## src/shared/paof_regs.vh

```
// Constants for the port alternate-function override block.
`ifndef PAOF_REGS_VH
`define PAOF_REGS_VH
`define PAOF_PB_WIDTH 8
`define PAOF_PC_WIDTH 8
`define PAOF_PD_WIDTH 8
`define PAOF_XMM_WIDTH 3
`define PAOF_PB_SS 0
`define PAOF_PB_SCK 1
`define PAOF_PB_MOSI 2
`define PAOF_PB_MISO 3
`define PAOF_PD_RX 2
`define PAOF_PD_TX 3
`define PAOF_PD_XCK 5
`define PAOF_PC_THRESHOLDS 24'h29_cbbf
`endif

```

## src/hdl/paof_pin.v

```verilog
// One pin's override combiner: overrides replace port register values.
`timescale 1ns/100ps
module paof_pin (
    // Port register view
    input wire reg_pullup,
    input wire reg_dir,
    input wire reg_outval,
    // Overrides
    input wire pullup_override_en,
    input wire pullup_override_val,
    input wire dir_override_en,
    input wire dir_override_val,
    input wire outval_override_en,
    input wire outval_override_val,
    input wire input_en_override_en,
    input wire input_en_override_val,
    input wire sleep_input_off,
    // Pin controls
    output wire pin_pullup,
    output wire pin_oe,
    output wire pin_out,
    output wire pin_input_en
);
    assign pin_pullup = pullup_override_en ? pullup_override_val : reg_pullup;
    assign pin_oe = dir_override_en ? dir_override_val : reg_dir;
    assign pin_out = outval_override_en ? outval_override_val : reg_outval;
    assign pin_input_en = input_en_override_en ? input_en_override_val : ~sleep_input_off;
endmodule

```

## src/hdl/paof_top.v

```verilog
// Alternate-function overrides for port B, port C and port D pins.
//
// Function
// - SPI slave forces serial clock to input.
// - SPI master leaves clock direction to software.
// - Forced clock input keeps latch-controlled pull-up.
// - SPI slave forces slave-select to input.
// - Slave SPI active only while select low.
// - Master leaves select direction, pull-up to software.
// - MISO and MOSI paths chosen by role.
// - Compare enables override port B 7..4 value.
// - Legacy mode: pin 7 only 8-bit compare.
// - Legacy mode makes port C output-only.
// - Port C carries address bits 15..8.
// - Port C claim per-pin mask threshold.
// - Port D pin 7 clocks second 8-bit timer.
// - Port D pin 6 clocks wide timer.
// - Direction bit 5 picks sync clock direction.
// - Sync clock pin active only in synchronous mode.
// - Port D pin 4 feeds capture input.
// - Pins 3, 2 feed interrupts, input kept on.
// - Transmitter forces pin 3 output with data.
// - Receiver forces port D pin 2 input.
// - Forced receive input keeps latch pull-up.
// - Legacy mode removes second USART functions.
`timescale 1ns/100ps
`include "paof_regs.vh"
module paof_top (
    // Clock and reset
    input wire clk,
    input wire resetn,
    // Global controls
    input wire legacy_mode,
    input wire global_pullup_disable,
    input wire sleep_input_off,
    // Port registers
    input wire [7:0] portb_dir,
    input wire [7:0] portb_latch,
    input wire [7:0] portc_dir,
    input wire [7:0] portc_latch,
    input wire [7:0] portd_dir,
    input wire [7:0] portd_latch,
    // Pin input levels
    input wire [7:0] portb_pin_in,
    input wire [7:0] portd_pin_in,
    // SPI
    input wire serial_periph_enable,
    input wire serial_master_select,
    input wire spi_master_output,
    input wire spi_slave_output,
    input wire spi_clock_output,
    output reg spi_master_input,
    output reg spi_slave_input,
    output reg spi_clock_input,
    output reg spi_select_active,
    // Compare outputs
    input wire timer_a_compare_en,
    input wire timer_a_compare_out,
    input wire wide_timer_compare_a_en,
    input wire wide_timer_compare_a,
    input wire wide_timer_compare_b_en,
    input wire wide_timer_compare_b,
    input wire wide_timer_compare_c_en,
    input wire wide_timer_compare_c,
    input wire timer_b_compare_en,
    input wire timer_b_compare_out,
    // External memory
    input wire ext_mem_enable,
    input wire [2:0] ext_addr_mask,
    input wire [7:0] ext_addr_high,
    // Timer inputs and interrupts
    output reg timer_b_ext_clock,
    output reg wide_timer_ext_clock,
    output reg wide_timer_capture_in,
    input wire ext_irq_two_enable,
    input wire ext_irq_three_enable,
    output reg ext_irq_two,
    output reg ext_irq_three,
    // Second USART
    input wire usart_b_sync_mode,
    input wire usart_b_sync_clock_out,
    input wire usart_b_tx_enable,
    input wire usart_b_transmit,
    input wire usart_b_rx_enable,
    output reg usart_b_sync_clock_in,
    output reg usart_b_receive,
    // Pin controls
    output wire [7:0] portb_pullup,
    output wire [7:0] portb_oe,
    output wire [7:0] portb_out,
    output wire [7:0] portb_input_en,
    output wire [7:0] portc_pullup,
    output wire [7:0] portc_oe,
    output wire [7:0] portc_out,
    output wire [7:0] portc_input_en,
    output wire [7:0] portd_pullup,
    output wire [7:0] portd_oe,
    output wire [7:0] portd_out,
    output wire [7:0] portd_input_en
);
    // Claim thresholds, three bits per pin, with pin 0 in the lowest field.
    localparam [23:0] PC_THR = `PAOF_PC_THRESHOLDS;

    reg [7:0] b_pue;
    reg [7:0] b_puv;
    reg [7:0] b_dde;
    reg [7:0] b_ddv;
    reg [7:0] b_pve;
    reg [7:0] b_pvv;
    reg [7:0] c_pue;
    reg [7:0] c_dde;
    reg [7:0] c_pve;
    reg [7:0] c_pvv;
    reg [7:0] d_pue;
    reg [7:0] d_puv;
    reg [7:0] d_dde;
    reg [7:0] d_ddv;
    reg [7:0] d_pve;
    reg [7:0] d_pvv;
    reg [7:0] d_die;
    reg spi_slave;
    reg spi_master;
    reg tx_on;
    reg rx_on;
    reg xck_on;
    reg [2:0] eff_mask;
    integer i;

    // Pulls are gated by the global disable as the port register would be.
    wire [7:0] b_reg_pull = portb_latch & ~portb_dir & {8{~global_pullup_disable}};
    wire [7:0] c_reg_pull = portc_latch & ~portc_dir & {8{~global_pullup_disable}};
    wire [7:0] d_reg_pull = portd_latch & ~portd_dir & {8{~global_pullup_disable}};

    always @* begin
        spi_slave = serial_periph_enable & ~serial_master_select;
        spi_master = serial_periph_enable & serial_master_select;

        // Port B low half: forced inputs keep their latch pull-up.
        b_pue = 8'h00;
        b_puv = 8'h00;
        b_dde = 8'h00;
        b_ddv = 8'h00;
        b_pve = 8'h00;
        b_pvv = 8'h00;
        b_pue[`PAOF_PB_SCK] = spi_slave;
        b_puv[`PAOF_PB_SCK] = portb_latch[`PAOF_PB_SCK] & ~global_pullup_disable;
        b_dde[`PAOF_PB_SCK] = spi_slave;
        b_pue[`PAOF_PB_SS] = spi_slave;
        b_puv[`PAOF_PB_SS] = portb_latch[`PAOF_PB_SS] & ~global_pullup_disable;
        b_dde[`PAOF_PB_SS] = spi_slave;

        // Master drives MOSI and clock; slave input forced on MOSI, MISO input in master.
        b_pue[`PAOF_PB_MOSI] = spi_slave;
        b_puv[`PAOF_PB_MOSI] = portb_latch[`PAOF_PB_MOSI] & ~global_pullup_disable;
        b_dde[`PAOF_PB_MOSI] = spi_slave;
        b_pve[`PAOF_PB_MOSI] = spi_master;
        b_pvv[`PAOF_PB_MOSI] = spi_master_output;
        b_pue[`PAOF_PB_MISO] = spi_master;
        b_puv[`PAOF_PB_MISO] = portb_latch[`PAOF_PB_MISO] & ~global_pullup_disable;
        b_dde[`PAOF_PB_MISO] = spi_master;
        b_pve[`PAOF_PB_MISO] = spi_slave;
        b_pvv[`PAOF_PB_MISO] = spi_slave_output;
        b_pve[`PAOF_PB_SCK] = spi_master;
        b_pvv[`PAOF_PB_SCK] = spi_clock_output;

        // Compare outputs touch only the value; direction stays with software.
        b_pve[4] = timer_a_compare_en;
        b_pvv[4] = timer_a_compare_out;
        b_pve[5] = wide_timer_compare_a_en;
        b_pvv[5] = wide_timer_compare_a;
        b_pve[6] = wide_timer_compare_b_en;
        b_pvv[6] = wide_timer_compare_b;
        b_pve[7] = timer_b_compare_en | (wide_timer_compare_c_en & ~legacy_mode);
        // Both sources enabled are merged by OR, a simple modulator.
        b_pvv[7] = (timer_b_compare_en & timer_b_compare_out) |
                   (wide_timer_compare_c_en & ~legacy_mode & wide_timer_compare_c);

        // Port C address claim; the mask reads as zero in legacy mode.
        eff_mask = legacy_mode ? 3'h0 : ext_addr_mask;
        for (i = 0; i < 8; i = i + 1) begin
            c_pue[i] = ext_mem_enable & ({1'b0, eff_mask} < {1'b0, PC_THR[3*i +: 3]});
        end
        // Legacy mode makes every port C pin drive, whether claimed or not.
        c_dde = c_pue | {8{legacy_mode}};
        c_pve = c_pue;
        c_pvv = ext_addr_high;

        // Port D: second USART functions vanish in legacy mode.
        tx_on = usart_b_tx_enable & ~legacy_mode;
        rx_on = usart_b_rx_enable & ~legacy_mode;
        xck_on = usart_b_sync_mode & ~legacy_mode;

        d_pue = 8'h00;
        d_puv = 8'h00;
        d_dde = 8'h00;
        d_ddv = 8'h00;
        d_pve = 8'h00;
        d_pvv = 8'h00;
        d_die = 8'h00;
        d_pue[`PAOF_PD_TX] = tx_on;
        d_dde[`PAOF_PD_TX] = tx_on;
        d_ddv[`PAOF_PD_TX] = 1'b1;
        d_pve[`PAOF_PD_TX] = tx_on;
        d_pvv[`PAOF_PD_TX] = usart_b_transmit;

        d_pue[`PAOF_PD_RX] = rx_on;
        d_puv[`PAOF_PD_RX] = portd_latch[`PAOF_PD_RX] & ~global_pullup_disable;
        d_dde[`PAOF_PD_RX] = rx_on;

        d_pve[`PAOF_PD_XCK] = xck_on & portd_dir[`PAOF_PD_XCK];
        d_pvv[`PAOF_PD_XCK] = usart_b_sync_clock_out;

        // Interrupt inputs stay awake in sleep while their source is enabled.
        d_die[`PAOF_PD_TX] = ext_irq_three_enable;
        d_die[`PAOF_PD_RX] = ext_irq_two_enable;
    end

    // One combiner per pin keeps the four override paths independent of each other.
    genvar g;
    generate
        for (g = 0; g < 8; g = g + 1) begin : pin
            paof_pin u_b (
                .reg_pullup(b_reg_pull[g]),
                .reg_dir(portb_dir[g]),
                .reg_outval(portb_latch[g]),
                .pullup_override_en(b_pue[g]),
                .pullup_override_val(b_puv[g]),
                .dir_override_en(b_dde[g]),
                .dir_override_val(b_ddv[g]),
                .outval_override_en(b_pve[g]),
                .outval_override_val(b_pvv[g]),
                .input_en_override_en(1'b0),
                .input_en_override_val(1'b0),
                .sleep_input_off(sleep_input_off),
                .pin_pullup(portb_pullup[g]),
                .pin_oe(portb_oe[g]),
                .pin_out(portb_out[g]),
                .pin_input_en(portb_input_en[g])
            );
            paof_pin u_c (
                .reg_pullup(c_reg_pull[g]),
                .reg_dir(portc_dir[g]),
                .reg_outval(portc_latch[g]),
                .pullup_override_en(c_pue[g] | legacy_mode),
                .pullup_override_val(1'b0),
                .dir_override_en(c_dde[g]),
                .dir_override_val(1'b1),
                .outval_override_en(c_pve[g]),
                .outval_override_val(c_pvv[g]),
                .input_en_override_en(1'b0),
                .input_en_override_val(1'b0),
                .sleep_input_off(sleep_input_off),
                .pin_pullup(portc_pullup[g]),
                .pin_oe(portc_oe[g]),
                .pin_out(portc_out[g]),
                .pin_input_en(portc_input_en[g])
            );
            paof_pin u_d (
                .reg_pullup(d_reg_pull[g]),
                .reg_dir(portd_dir[g]),
                .reg_outval(portd_latch[g]),
                .pullup_override_en(d_pue[g]),
                .pullup_override_val(d_puv[g]),
                .dir_override_en(d_dde[g]),
                .dir_override_val(d_ddv[g]),
                .outval_override_en(d_pve[g]),
                .outval_override_val(d_pvv[g]),
                .input_en_override_en(d_die[g]),
                .input_en_override_val(1'b1),
                .sleep_input_off(sleep_input_off),
                .pin_pullup(portd_pullup[g]),
                .pin_oe(portd_oe[g]),
                .pin_out(portd_out[g]),
                .pin_input_en(portd_input_en[g])
            );
        end
    endgenerate

    // Peripheral-facing inputs are registered so that every output to a peripheral comes from a flop.
    always @(posedge clk or negedge resetn) begin
        if (!resetn) begin
            spi_master_input <= 1'b0;
            spi_slave_input <= 1'b0;
            spi_clock_input <= 1'b0;
            spi_select_active <= 1'b0;
            timer_b_ext_clock <= 1'b0;
            wide_timer_ext_clock <= 1'b0;
            wide_timer_capture_in <= 1'b0;
            ext_irq_two <= 1'b0;
            ext_irq_three <= 1'b0;
            usart_b_sync_clock_in <= 1'b0;
            // The receive line rests high, so leaving reset shows no start bit.
            usart_b_receive <= 1'b1;
        end else begin
            // Pins other than select, sync clock and receive are copied whatever the role; each consumer gates on its own enable.
            spi_master_input <= portb_pin_in[`PAOF_PB_MISO];
            spi_slave_input <= portb_pin_in[`PAOF_PB_MOSI];
            spi_clock_input <= portb_pin_in[`PAOF_PB_SCK];
            spi_select_active <= spi_slave & ~portb_pin_in[`PAOF_PB_SS];

            timer_b_ext_clock <= portd_pin_in[7];
            wide_timer_ext_clock <= portd_pin_in[6];
            wide_timer_capture_in <= portd_pin_in[4];

            ext_irq_two <= portd_pin_in[`PAOF_PD_RX];
            ext_irq_three <= portd_pin_in[`PAOF_PD_TX];
            // The clock input reads zero whenever the pin is not a clock input.
            usart_b_sync_clock_in <= xck_on & ~portd_dir[`PAOF_PD_XCK] &
                                     portd_pin_in[`PAOF_PD_XCK];
            usart_b_receive <= rx_on ? portd_pin_in[`PAOF_PD_RX] : 1'b1;
        end
    end
endmodule

```

## config.mk

```make
export PLATFORM = sky130hd
export DESIGN_NAME = paof_top
export DESIGN_NICKNAME = d
export VERILOG_FILES = /design/src/hdl/paof_pin.v /design/src/hdl/paof_top.v
export VERILOG_INCLUDE_DIRS = /design/src /design/src/shared
export SDC_FILE = /design/constraint.sdc
export NUM_CORES = 1
export LEC_CHECK = 0
export BUFFER_PORTS_ARGS = -buffer_cell sky130_fd_sc_hd__buf_2
export CAP_MARGIN = 30
export CORE_MARGIN = 5
export CORE_UTILIZATION = 30
export CTS_BUF_LIST = sky130_fd_sc_hd__clkbuf_8
export DETAILED_ROUTE_END_ITERATION = 7
export GPL_TIMING_DRIVEN = 0
export PLACE_DENSITY = 0.78
export SLEW_MARGIN = 20
export SYNTH_ARGS = -nofsm -noshare
export SYNTH_HDL_FRONTEND = slang
export SYNTH_SLANG_ARGS = --single-unit
```

## constraint.sdc

```tcl
create_clock -name clk -period 1.1 [get_ports clk]
set_clock_uncertainty 0.15 [all_clocks]
set_input_delay 0.055 -clock clk [delete_from_list [all_inputs] [get_ports clk]]
set_output_delay 0.055 -clock clk [all_outputs]
set_load 0.01 [all_outputs]
```

# Yosys cells after proc, flatten, opt, wreduce, memory -nomap -nowiden
# Index checks and enable logic that the tools add are counted.
word_totals:
  ff_bits: 11
  elab_cells: 116
op_classes:
  n_mux: 49
  n_bitwise: 49
  n_lt_le_gt_ge: 7
ops:
  columns: ["operator", "n"]
  rows:
  - ["8-bit bitwise AND", 6]
  - ["1-bit two-way mux", 48]
  - ["1-bit bitwise AND", 24]
  - ["8-bit inverter", 3]
  - ["3-bit < comparator (second input constant)", 4]
  - ["1-bit OR", 9]
  - ["8-bit OR", 1]
  - ["3-bit by 2-bit < comparator with 1-bit output (second input constant)", 2]
  - ["1-bit inverter", 6]
  - ["3-bit by 1-bit < comparator with 1-bit output (second input constant)", 1]
  - ["3-bit two-way mux", 1]

# Depth between registers and ports, before layout
# Gate-level depths: netlist (run 1).
logic_depth:
  ltp_word: 5
  ltp_mapped: 5

# Modules after synthesis
# A second synthesis (run 1) with hierarchy kept.
unflattened:
  cells_unflattened: 198
  area_unflattened_um2: 2028.2
modules_own_cells:
  columns: ["mod", "seq_area_each_um2", "instances", "area_per_inst_um2", "cells_each"]
  rows:
  - ["paof_pin", 0.0, 24, 53.8, 5]
  - ["paof_top", 276.5, 1, 737.0, 78]

# Worst setup path before layout (run 1)
# OpenSTA, ideal clock, no wires.
synth_path:
  kind: "input -> output"
  startpoint: "in ext_mem_enable"
  endpoint: "out portc_out[7]"
  required_ps: 895
  arrival_time_ps: 929
  setup_slack_ps: -34
  cell_stages: 5
  path_buffers: 2
  cell_sequence: "buf_4 > nand2b_4 > o31a_1 > mux2_1 > buf_4"
synth_between:
  elab_chain_len: 2
synth_lines:
  columns: ["element", "line_no", "text"]
  rows:
  - ["start, declared", "paof_top.v:68", "input wire ext_mem_enable,"]
  - ["1-bit bitwise AND", "paof_top.v:181", "c_pue[i] = ext_mem_enable & ({1'b0, eff_mask} < {1'b0, PC_THR[3*i +: 3]});"]
  - ["1-bit two-way mux", "paof_pin.v:26", "assign pin_out = outval_override_en ? outval_override_val : reg_outval;"]
  - ["end, declared", "paof_top.v:94", "output wire [7:0] portc_out,"]
# Every way passes these cells.

# Worst setup path in the final report (run 1)
layout_path:
  startpoint: "in legacy_mode"
  endpoint: "out portd_out[5]"
layout_between:
  elab_chain_len: 4
layout_lines:
  columns: ["element", "line_no", "text"]
  rows:
  - ["start, declared", "paof_top.v:33", "input wire legacy_mode,"]
  - ["1-bit inverter", "paof_top.v:191", "xck_on = usart_b_sync_mode & ~legacy_mode;"]
  - ["1-bit bitwise AND", "paof_top.v:191", null]
  - ["1-bit bitwise AND", "paof_top.v:210", "d_pve[`PAOF_PD_XCK] = xck_on & portd_dir[`PAOF_PD_XCK];"]
  - ["1-bit two-way mux", "paof_pin.v:26", null]
  - ["end, declared", "paof_top.v:98", "output wire [7:0] portd_out,"]
# Every way passes these cells.

==> results of run 1 <==
[kinds of logic after synthesis]
| group | after synthesis | share of synthesized area, % |
|---|---|---|
| AO/OA/AOI/OAI | 14 | 5.26 |
| buffers and inverters | 103 | 44.7 |
| flip-flops | 11 | 16.4 |
| AND/OR/NAND/NOR | 61 | 23.0 |
| multiplexers | 16 | 10.7 |
[per-layer routing]
layer | vias to the layer above | part of all wire (%)
met5 | - | 0
met3 | 16 | 11
met2 | 123 | 53
li1 | 1016 | -
met4 | 0 | 2.2
met1 | 932 | 34
[state kept, by name, indices dropped and copies added, names as in the netlist]
signal                 cells
timer_b_ext_clock          1
ext_irq_three              1
spi_slave_input            1
spi_select_active          1
usart_b_sync_clock_in      1
usart_b_receive            1
ext_irq_two                1
spi_master_input           1
wide_timer_capture_in      1
wide_timer_ext_clock       1
spi_clock_input            1
[worst max-delay path, cell delays in order]
cell and delay [ns]:
buf_12 0.11, buf_12 0.14, nand3b_1 0.17, mux2_2 0.29
buf_4 0.13, buf_2 0.13
[cell usage after synthesis, drive strengths merged, types with 2 or more instances]
cell,n,area [µm²]
buf,99,741
nor3b,23,178
mux2,16,180
dfrtp,10,250
nor2,9,33.8
nand2b,8,57.6
o21ai,8,40.0
and2,6,37.5
nand2,6,22.5
a211o,2,17.5
and3,2,12.5
clkbuf,2,7.51
inv,2,7.51
nor2b,2,12.5
or2,2,12.5
[report_power, final]
part / internal, mW / total, mW / switching, mW
clock: 0.244 / 0.388 / 0.144
sequential: 0.425 / 0.430 / 0.00489
combinational: 0.764 / 1.28 / 0.515
total: 1.43 / 2.10 / 0.664
[timing repair]
| item | CTS | global route |
|---|---|---|
| hold buffers | 14 | 0 |
| pin swaps | 19 | 11 |
| setup buffers | 4 | 6 |
| resized for setup | 87 | 43 |
| setup endpoints to repair | 62 | 62 |
| cloned | 1 | 1 |
| hold endpoints to repair | 22 | 0 |
[worst max-delay path by stage]
stage / slack [ns] / end / depth (start not counted)
floorplan: 0.004 / portc_out[7] / 4
global placement: -0.35 / portc_out[5] / 6
detailed placement: -0.35 / portc_out[5] / 6
CTS: -0.15 / portc_out[7] / 5
global route: -0.16 / portd_out[5] / 6
finish: -0.14 / portd_out[5] / 6
[per-stage QoR]
stage | total power [mW] | instances
CTS | 2.01 | 492
floorplan | 1.01 | 205
global placement | 1.44 | 479
finish | 2.10 | 497
detailed placement | 1.46 | 479
global route | 2.21 | 497
[layout make-up]
| type | instances | area (µm²) | area share, % |
|---|---|---|---|
| Timing Repair Buffer | 227 | 1420 | 40.7 |
| Buffer | 88 | 702 | 20.2 |
| Tap cell | 72 | 90.1 | 2.59 |
| Timing Repair inverter | 1 | 7.51 | 0.216 |
| Clock buffer | 3 | 41.3 | 1.19 |
| Multi-Input combinational cell | 91 | 930 | 26.7 |
| Clock inverter | 1 | 3.75 | 0.108 |
| Sequential cell | 11 | 277 | 7.94 |
| Antenna cell | 1 | 2.50 | 0.0719 |
| Inverter | 2 | 11.3 | 0.323 |
==> run summary, run 1 <==
The run finished, with violations left. The final reports fail on hold timing, setup timing. The logs give 23 for the maximum number of pins on one net before global-route repair and 0 for the number of nets with antenna violations after routing. The routed design has 7.15 mm of wire.

For the total global routing overflow, the log shows 0. In the synthesized netlist the async set-or-reset flop fraction comes to 100%. The total number of yosys warnings was 0; the aggregate negative setup slack was -0.689 ns.

The logs give 4 for the count of TritonRoute iterations in the first routing pass and 0.00169 mm² for the area of the mapped netlist. The floorplan die height works out to 85.1 µm. Global routing consumed, over all layers together, 17.9% of the routing resources. A synthesized cell averages 8.25 µm².

The die boundary width works out to 85.1 µm. The library cell used most frequently in the layout, excluding fill and tap cells, is buf_2. For this run, the top clock speed supported by timing is 806 MHz. The number of I/O pins was 210. After detailed placement, the total cell area comes to 0.00280 mm². Number of CTS-inserted buffers: 3.

At the end of routability-driven placement, the weighted congestion stood at 0.838. STA classifies the critical path endpoint as a primary output. The per-cell via count in the routed design came out at 4.20. After synthesis the netlist holds a flip-flop and latch count of 11.

The initial antenna violation count is 1. The worst hold path passes through 3 cells. The via count is 2087, and the clock edge transition at the registers on the reported setup and hold paths is 0.05 ns. TritonCTS built the clock tree.

The number of distinct library cells after synthesis came out at 28. The number of filler instances in the final layout was 435; the setup slack after layout was -0.140 ns. Setup violations remaining at the end of the flow were counted as 15.

For the pin with the worst max-slew slack, the measured transition is 0.282 ns. The worst path needs 1.24 ns of the cycle, external delays included. The placement-stage worst setup slack was -0.351 ns; the post-layout utilization of the core was 63.2%. Global routing used 18.9% of the available met1 tracks. The peak-usage layer in the global routing report was met2. The iteration-0 DRC count of the detailed router was 27. The tools report the H-tree level count as 1.

The first global-routing pass estimated 10.7 mm of wire. The clock net in this run drives a total of 11 sinks. Measured against its own limit, the worst slew margin works out to 81.1%. After detailed routing, the number of remaining DRC violations is 0. Leaving out fill and tap cells, the most frequent cells in the layout are buf_2, buf_4, buf_6. The analysis attributes to cell leakage a power of 1.93 nW.

In this run, synthesis inferred 0 flip-flops with an integrated enable. The average detailed-routed wire length per instance came out at 14.4 µm. The initialized floorplan defines 27 standard-cell rows. The final max-slew violation count came out at 0. Synthesis produced a netlist whose cell count is 205. The launch point of the worst hold path was legacy_mode. For this run, the leading register cell type out of synthesis is dfrtp_1. The run gives 0.00724 mm² as the die outline area. Setup repair after global routing could not meet its margin everywhere. The tools report the post-route worst hold slack as -0.000303 ns. The total power density per cell area is 602 mW/mm².

In the final design database the tool counted 528 nets. The global-route met2 utilization came out at 35.5%. The core outline area is 0.00551 mm². The count of buffers added on input and output ports is 202. For the starting utilization of the core area, the log shows 30.7%. The logs give 0.89 ns for the data required time at the worst endpoint and 2 for the maximum buffer depth of the clock tree. For this run, the register share of the synthesized area comes to 16.4%. The path with the worst hold slack has its endpoint at usart_b_sync_clock_in$_DFF_PN0_. The area growth from synthesis to layout is 106%. The placed wire-length estimate after detailed placement was 5.44 mm. The worst setup path category is in2out. The post-route cell area was 0.00348 mm².

The tools report the hold violation total from the final report as 1. The clock tree root driver cell is clkbuf_8. The met3 global-route usage was 4.27%; the peak fanout along the critical path was 10.

Across the run, the number of max-cap violations was 0. The number of nets in the synthesized netlist is 308. The tools report the via count of the first global-routing pass as 2143. Of the available clock period, the critical path in the final layout requires 113%.

The worst hold path belongs to the class in2reg. VDD sags by at most 439 µV. For the worst setup path, the data arrival time is 1.04 ns. The category of the worst setup path launch point is an input pin. The fraction of layout cells with a size suffix above 1 is 87.7%.

The tools report the startpoint of the most critical setup path as legacy_mode.
(Power assumes the default switching activity.)
==> run 2: changes to the inputs <==
Settings changed: BUFFER_PORTS_ARGS -buffer_cell sky130_fd_sc_hd__buf_2 to -buffer_cell sky130_fd_sc_hd__buf_4.
==> run 2 against run 1 <==
  * The run still ends with hold timing, setup timing left
  * Clock power rose by 2%
  * Flip-flop and latch count unchanged
  * Combinational power up 16%
  * Cell count down 0.80%
  * Fmax hardly changed
  * Total power grew 9.8%
  * First-iteration DRC count rose by 7.4%
  * Critical path depth is 1 lower
  * Global-route usage increased by 2.1 points
  * Sequential power about the same
  * Die area stayed put
  * Largest cell class unchanged
==> run summary, run 2 (synthesis gave the netlist of run 1 again) <==
For the hold violation total from the final report, the log shows 1 (unchanged). Core outline area: 0.00551 mm² (unchanged). The final weighted congestion of routability-driven global placement was 0.833 (was 0.838). Most used cells in the layout excluding fill and tap cells: buf_4, buf_6, nor3b_2 (was buf_2, buf_4, buf_6). The worst setup path category was in2out (unchanged).

The global-route wire length before repair was 11.8 mm (was 10.7 mm); the number of I/O pins was 210 (unchanged). The count of final setup violators is 19 (was 15), and the clock edge transition at the registers on the reported setup and hold paths is 0.05 ns (about the same). The run gives 2.30 mW (was 2.10 mW) as the total power consumption of the routed design. The setup slack after layout is -0.140 ns (about the same), and the floorplan die height is 85.1 µm (unchanged). The number of CTS-inserted buffers is 3 (unchanged). The initial antenna violation count is 0 (was 1), and the placed wire-length estimate after detailed placement is 6.11 mm (was 5.44 mm). The run gives 7.89 mm (was 7.15 mm) as the post-detailed-routing wire length. TritonCTS built the clock tree. The port buffer count was 202 (unchanged). Setup repair after global routing could not meet its margin everywhere. The most common cell after layout, fill and taps aside was buf_4 (was buf_2). The number of clock sinks was 11 (unchanged). Failing checks: hold timing, setup timing (unchanged). The category of the worst setup path launch point is an input pin (unchanged). The run gives 0 (unchanged) as the detailed-route DRC error count. The starting utilization of the core area was 30.7% (unchanged); the minimum clock period after layout was 1.24 ns (about the same).

The static power due to leakage was 2.07 nW (was 1.93 nW); the H-tree level count was 1 (unchanged). The tools report the final max-slew violation count as 0 (unchanged). For the placement row count, the log shows 27 (unchanged). The run finished, with violations left. The via count of the first global-routing pass came out at 2257 (was 2143).

The startpoint of the most critical setup path was ext_addr_mask[2] (was legacy_mode). The achievable frequency was 807 MHz (was 806 MHz); the maximum buffer depth of the clock tree was 2 (unchanged). All-layer global routing usage: 20.0% (was 17.9%).

The largest stage delay on the critical path works out to 0.31 ns (was 0.29 ns). The worst hold path class was in2reg (unchanged). The logs give 0.89 ns (about the same) for the data required time at the worst endpoint and 477 µV (was 439 µV) for the peak ir drop on the vdd network. The number of hold-repair buffers added at the cts stage is 14 (unchanged), and the part of the cycle the worst path needs is 113% (about the same).

The post-route worst hold slack was -0.0230 ns (was -0.000303 ns). The number of maximum-capacitance violations is 0 (unchanged), and the iteration-0 DRC count of the detailed router is 29 (was 27). The run gives 525 (was 528) as the net count of the finished layout.

Worst-path cell chain: buf_8, nand2b_4, o31a_1, mux2_4, buf_6 (was buf_12, buf_12, nand3b_1, mux2_2, buf_4, buf_2). The library cell contributing the largest single delay on the critical path is mux2_4 (was mux2_2). The tools report the worst setup path endpoint as portc_out[7] (was portd_out[5]). The via count was 2134 (was 2087).

The transition time at the pin with the least slew margin came out at 0.253 ns (was 0.282 ns). The data arrival time of the critical path is 1.03 ns (was 1.04 ns). The die boundary width is 85.1 µm (unchanged), and the total global routing overflow is 0 (unchanged). The die outline area is 0.00724 mm² (unchanged), and the peak fanout along the critical path is 4 (was 10). The total power density per cell area is 587 mW/mm² (was 602 mW/mm²), and the relative slew slack is 82.9% (was 81.1%). Category of the worst setup path capture point: a primary output (unchanged).

The tools report the clock tree root driver cell as clkbuf_8 (unchanged). The maximum number of pins on one net before global-route repair was 23 (unchanged). The count of TritonRoute iterations in the first routing pass came out at 4 (unchanged).

The tools report the post-layout utilization of the core as 71.2% (was 63.2%). Average detailed-routed wire length per instance: 16.0 µm (was 14.4 µm). The number of antenna repair diodes was 0 (was 1); the number of nets with antenna violations after routing was 0 (unchanged).

The per-cell via count in the routed design is 4.33 (was 4.20), and the fraction of layout cells with a size suffix above 1 is 87.2% (was 87.7%). The area growth from synthesis to layout came out at 132% (was 106%).
==> run 2: metrics by stage <==
step / TNS [ns] / hold slack, ns / setup slack, ns / instance area (µm²) / instances
after floorplan: 0 / -0.391 / 0.00389 / 1700 / 205
after global placement: -6.32 / -0.258 / -0.316 / 3310 / 479
after detailed placement: -7.32 / -0.256 / -0.343 / 3310 / 479
after CTS: -1.19 / 0.00261 / -0.157 / 3790 / 496
after global routing: -1.97 / -0.0139 / -0.152 / 3920 / 493
final: -1.05 / -0.0230 / -0.140 / 3920 / 493
==> run 2: cell type report <==
class,count,area (µm²)
inverter,2,11.3
sequential,11,277
clock inverter,1,3.75
timing repair buffer,228,1890
timing repair inverter,1,7.51
tap,72,90.1
clock buffer,3,41.3
multi-input combinational,91,940
buffer,84,658
fill,387,1590
==> run 2: repair_timing <==
item | 4_1_cts | 5_1_grt
gates resized for setup | 83 | 35
setup endpoints to repair | 62 | 55
hold endpoints to repair | 22 | 1
cloned | 1 | 2
pin swaps | 17 | 15
buffers inserted | 8 | 2
==> run 2: worst min path at each step <==
stage | start | end | slack, ns | cells after the start
floorplan | resetn | ext_irq_three$_DFF_PN0_ | -0.39 | 0
global placement | resetn | wide_timer_capture_in$_DFF_PN0_ | -0.26 | 1
detailed placement | resetn | wide_timer_capture_in$_DFF_PN0_ | -0.26 | 1
CTS | usart_b_rx_enable | usart_b_receive$_DFF_PN1_ | 0.003 | 3
global route | usart_b_rx_enable | usart_b_receive$_DFF_PN1_ | -0.01 | 3
finish | usart_b_rx_enable | usart_b_receive$_DFF_PN1_ | -0.02 | 3
==> run 2: routing by layer <==
| metal | global-route usage [%] | share of wire [%] |
|---|---|---|
| met5 | 0 | 0 |
| met3 | 6.60 | 11 |
| met2 | 38.4 | 54 |
| met4 | 4.03 | 1.6 |
| met1 | 20.9 | 33 |
==> run 2: critical path, delay by kind of cell <==
kind,cells,cell delay [ns]
muxes,1,0.31
AOI/OAI and AO/OA,1,0.28
buffers and inverters,2,0.23
and+or+nand+nor,1,0.16
==> run 2: power breakdown <==
part           internal, mW  switching, mW
clock                 0.245          0.149
sequential            0.425        0.00538
combinational         0.942          0.535
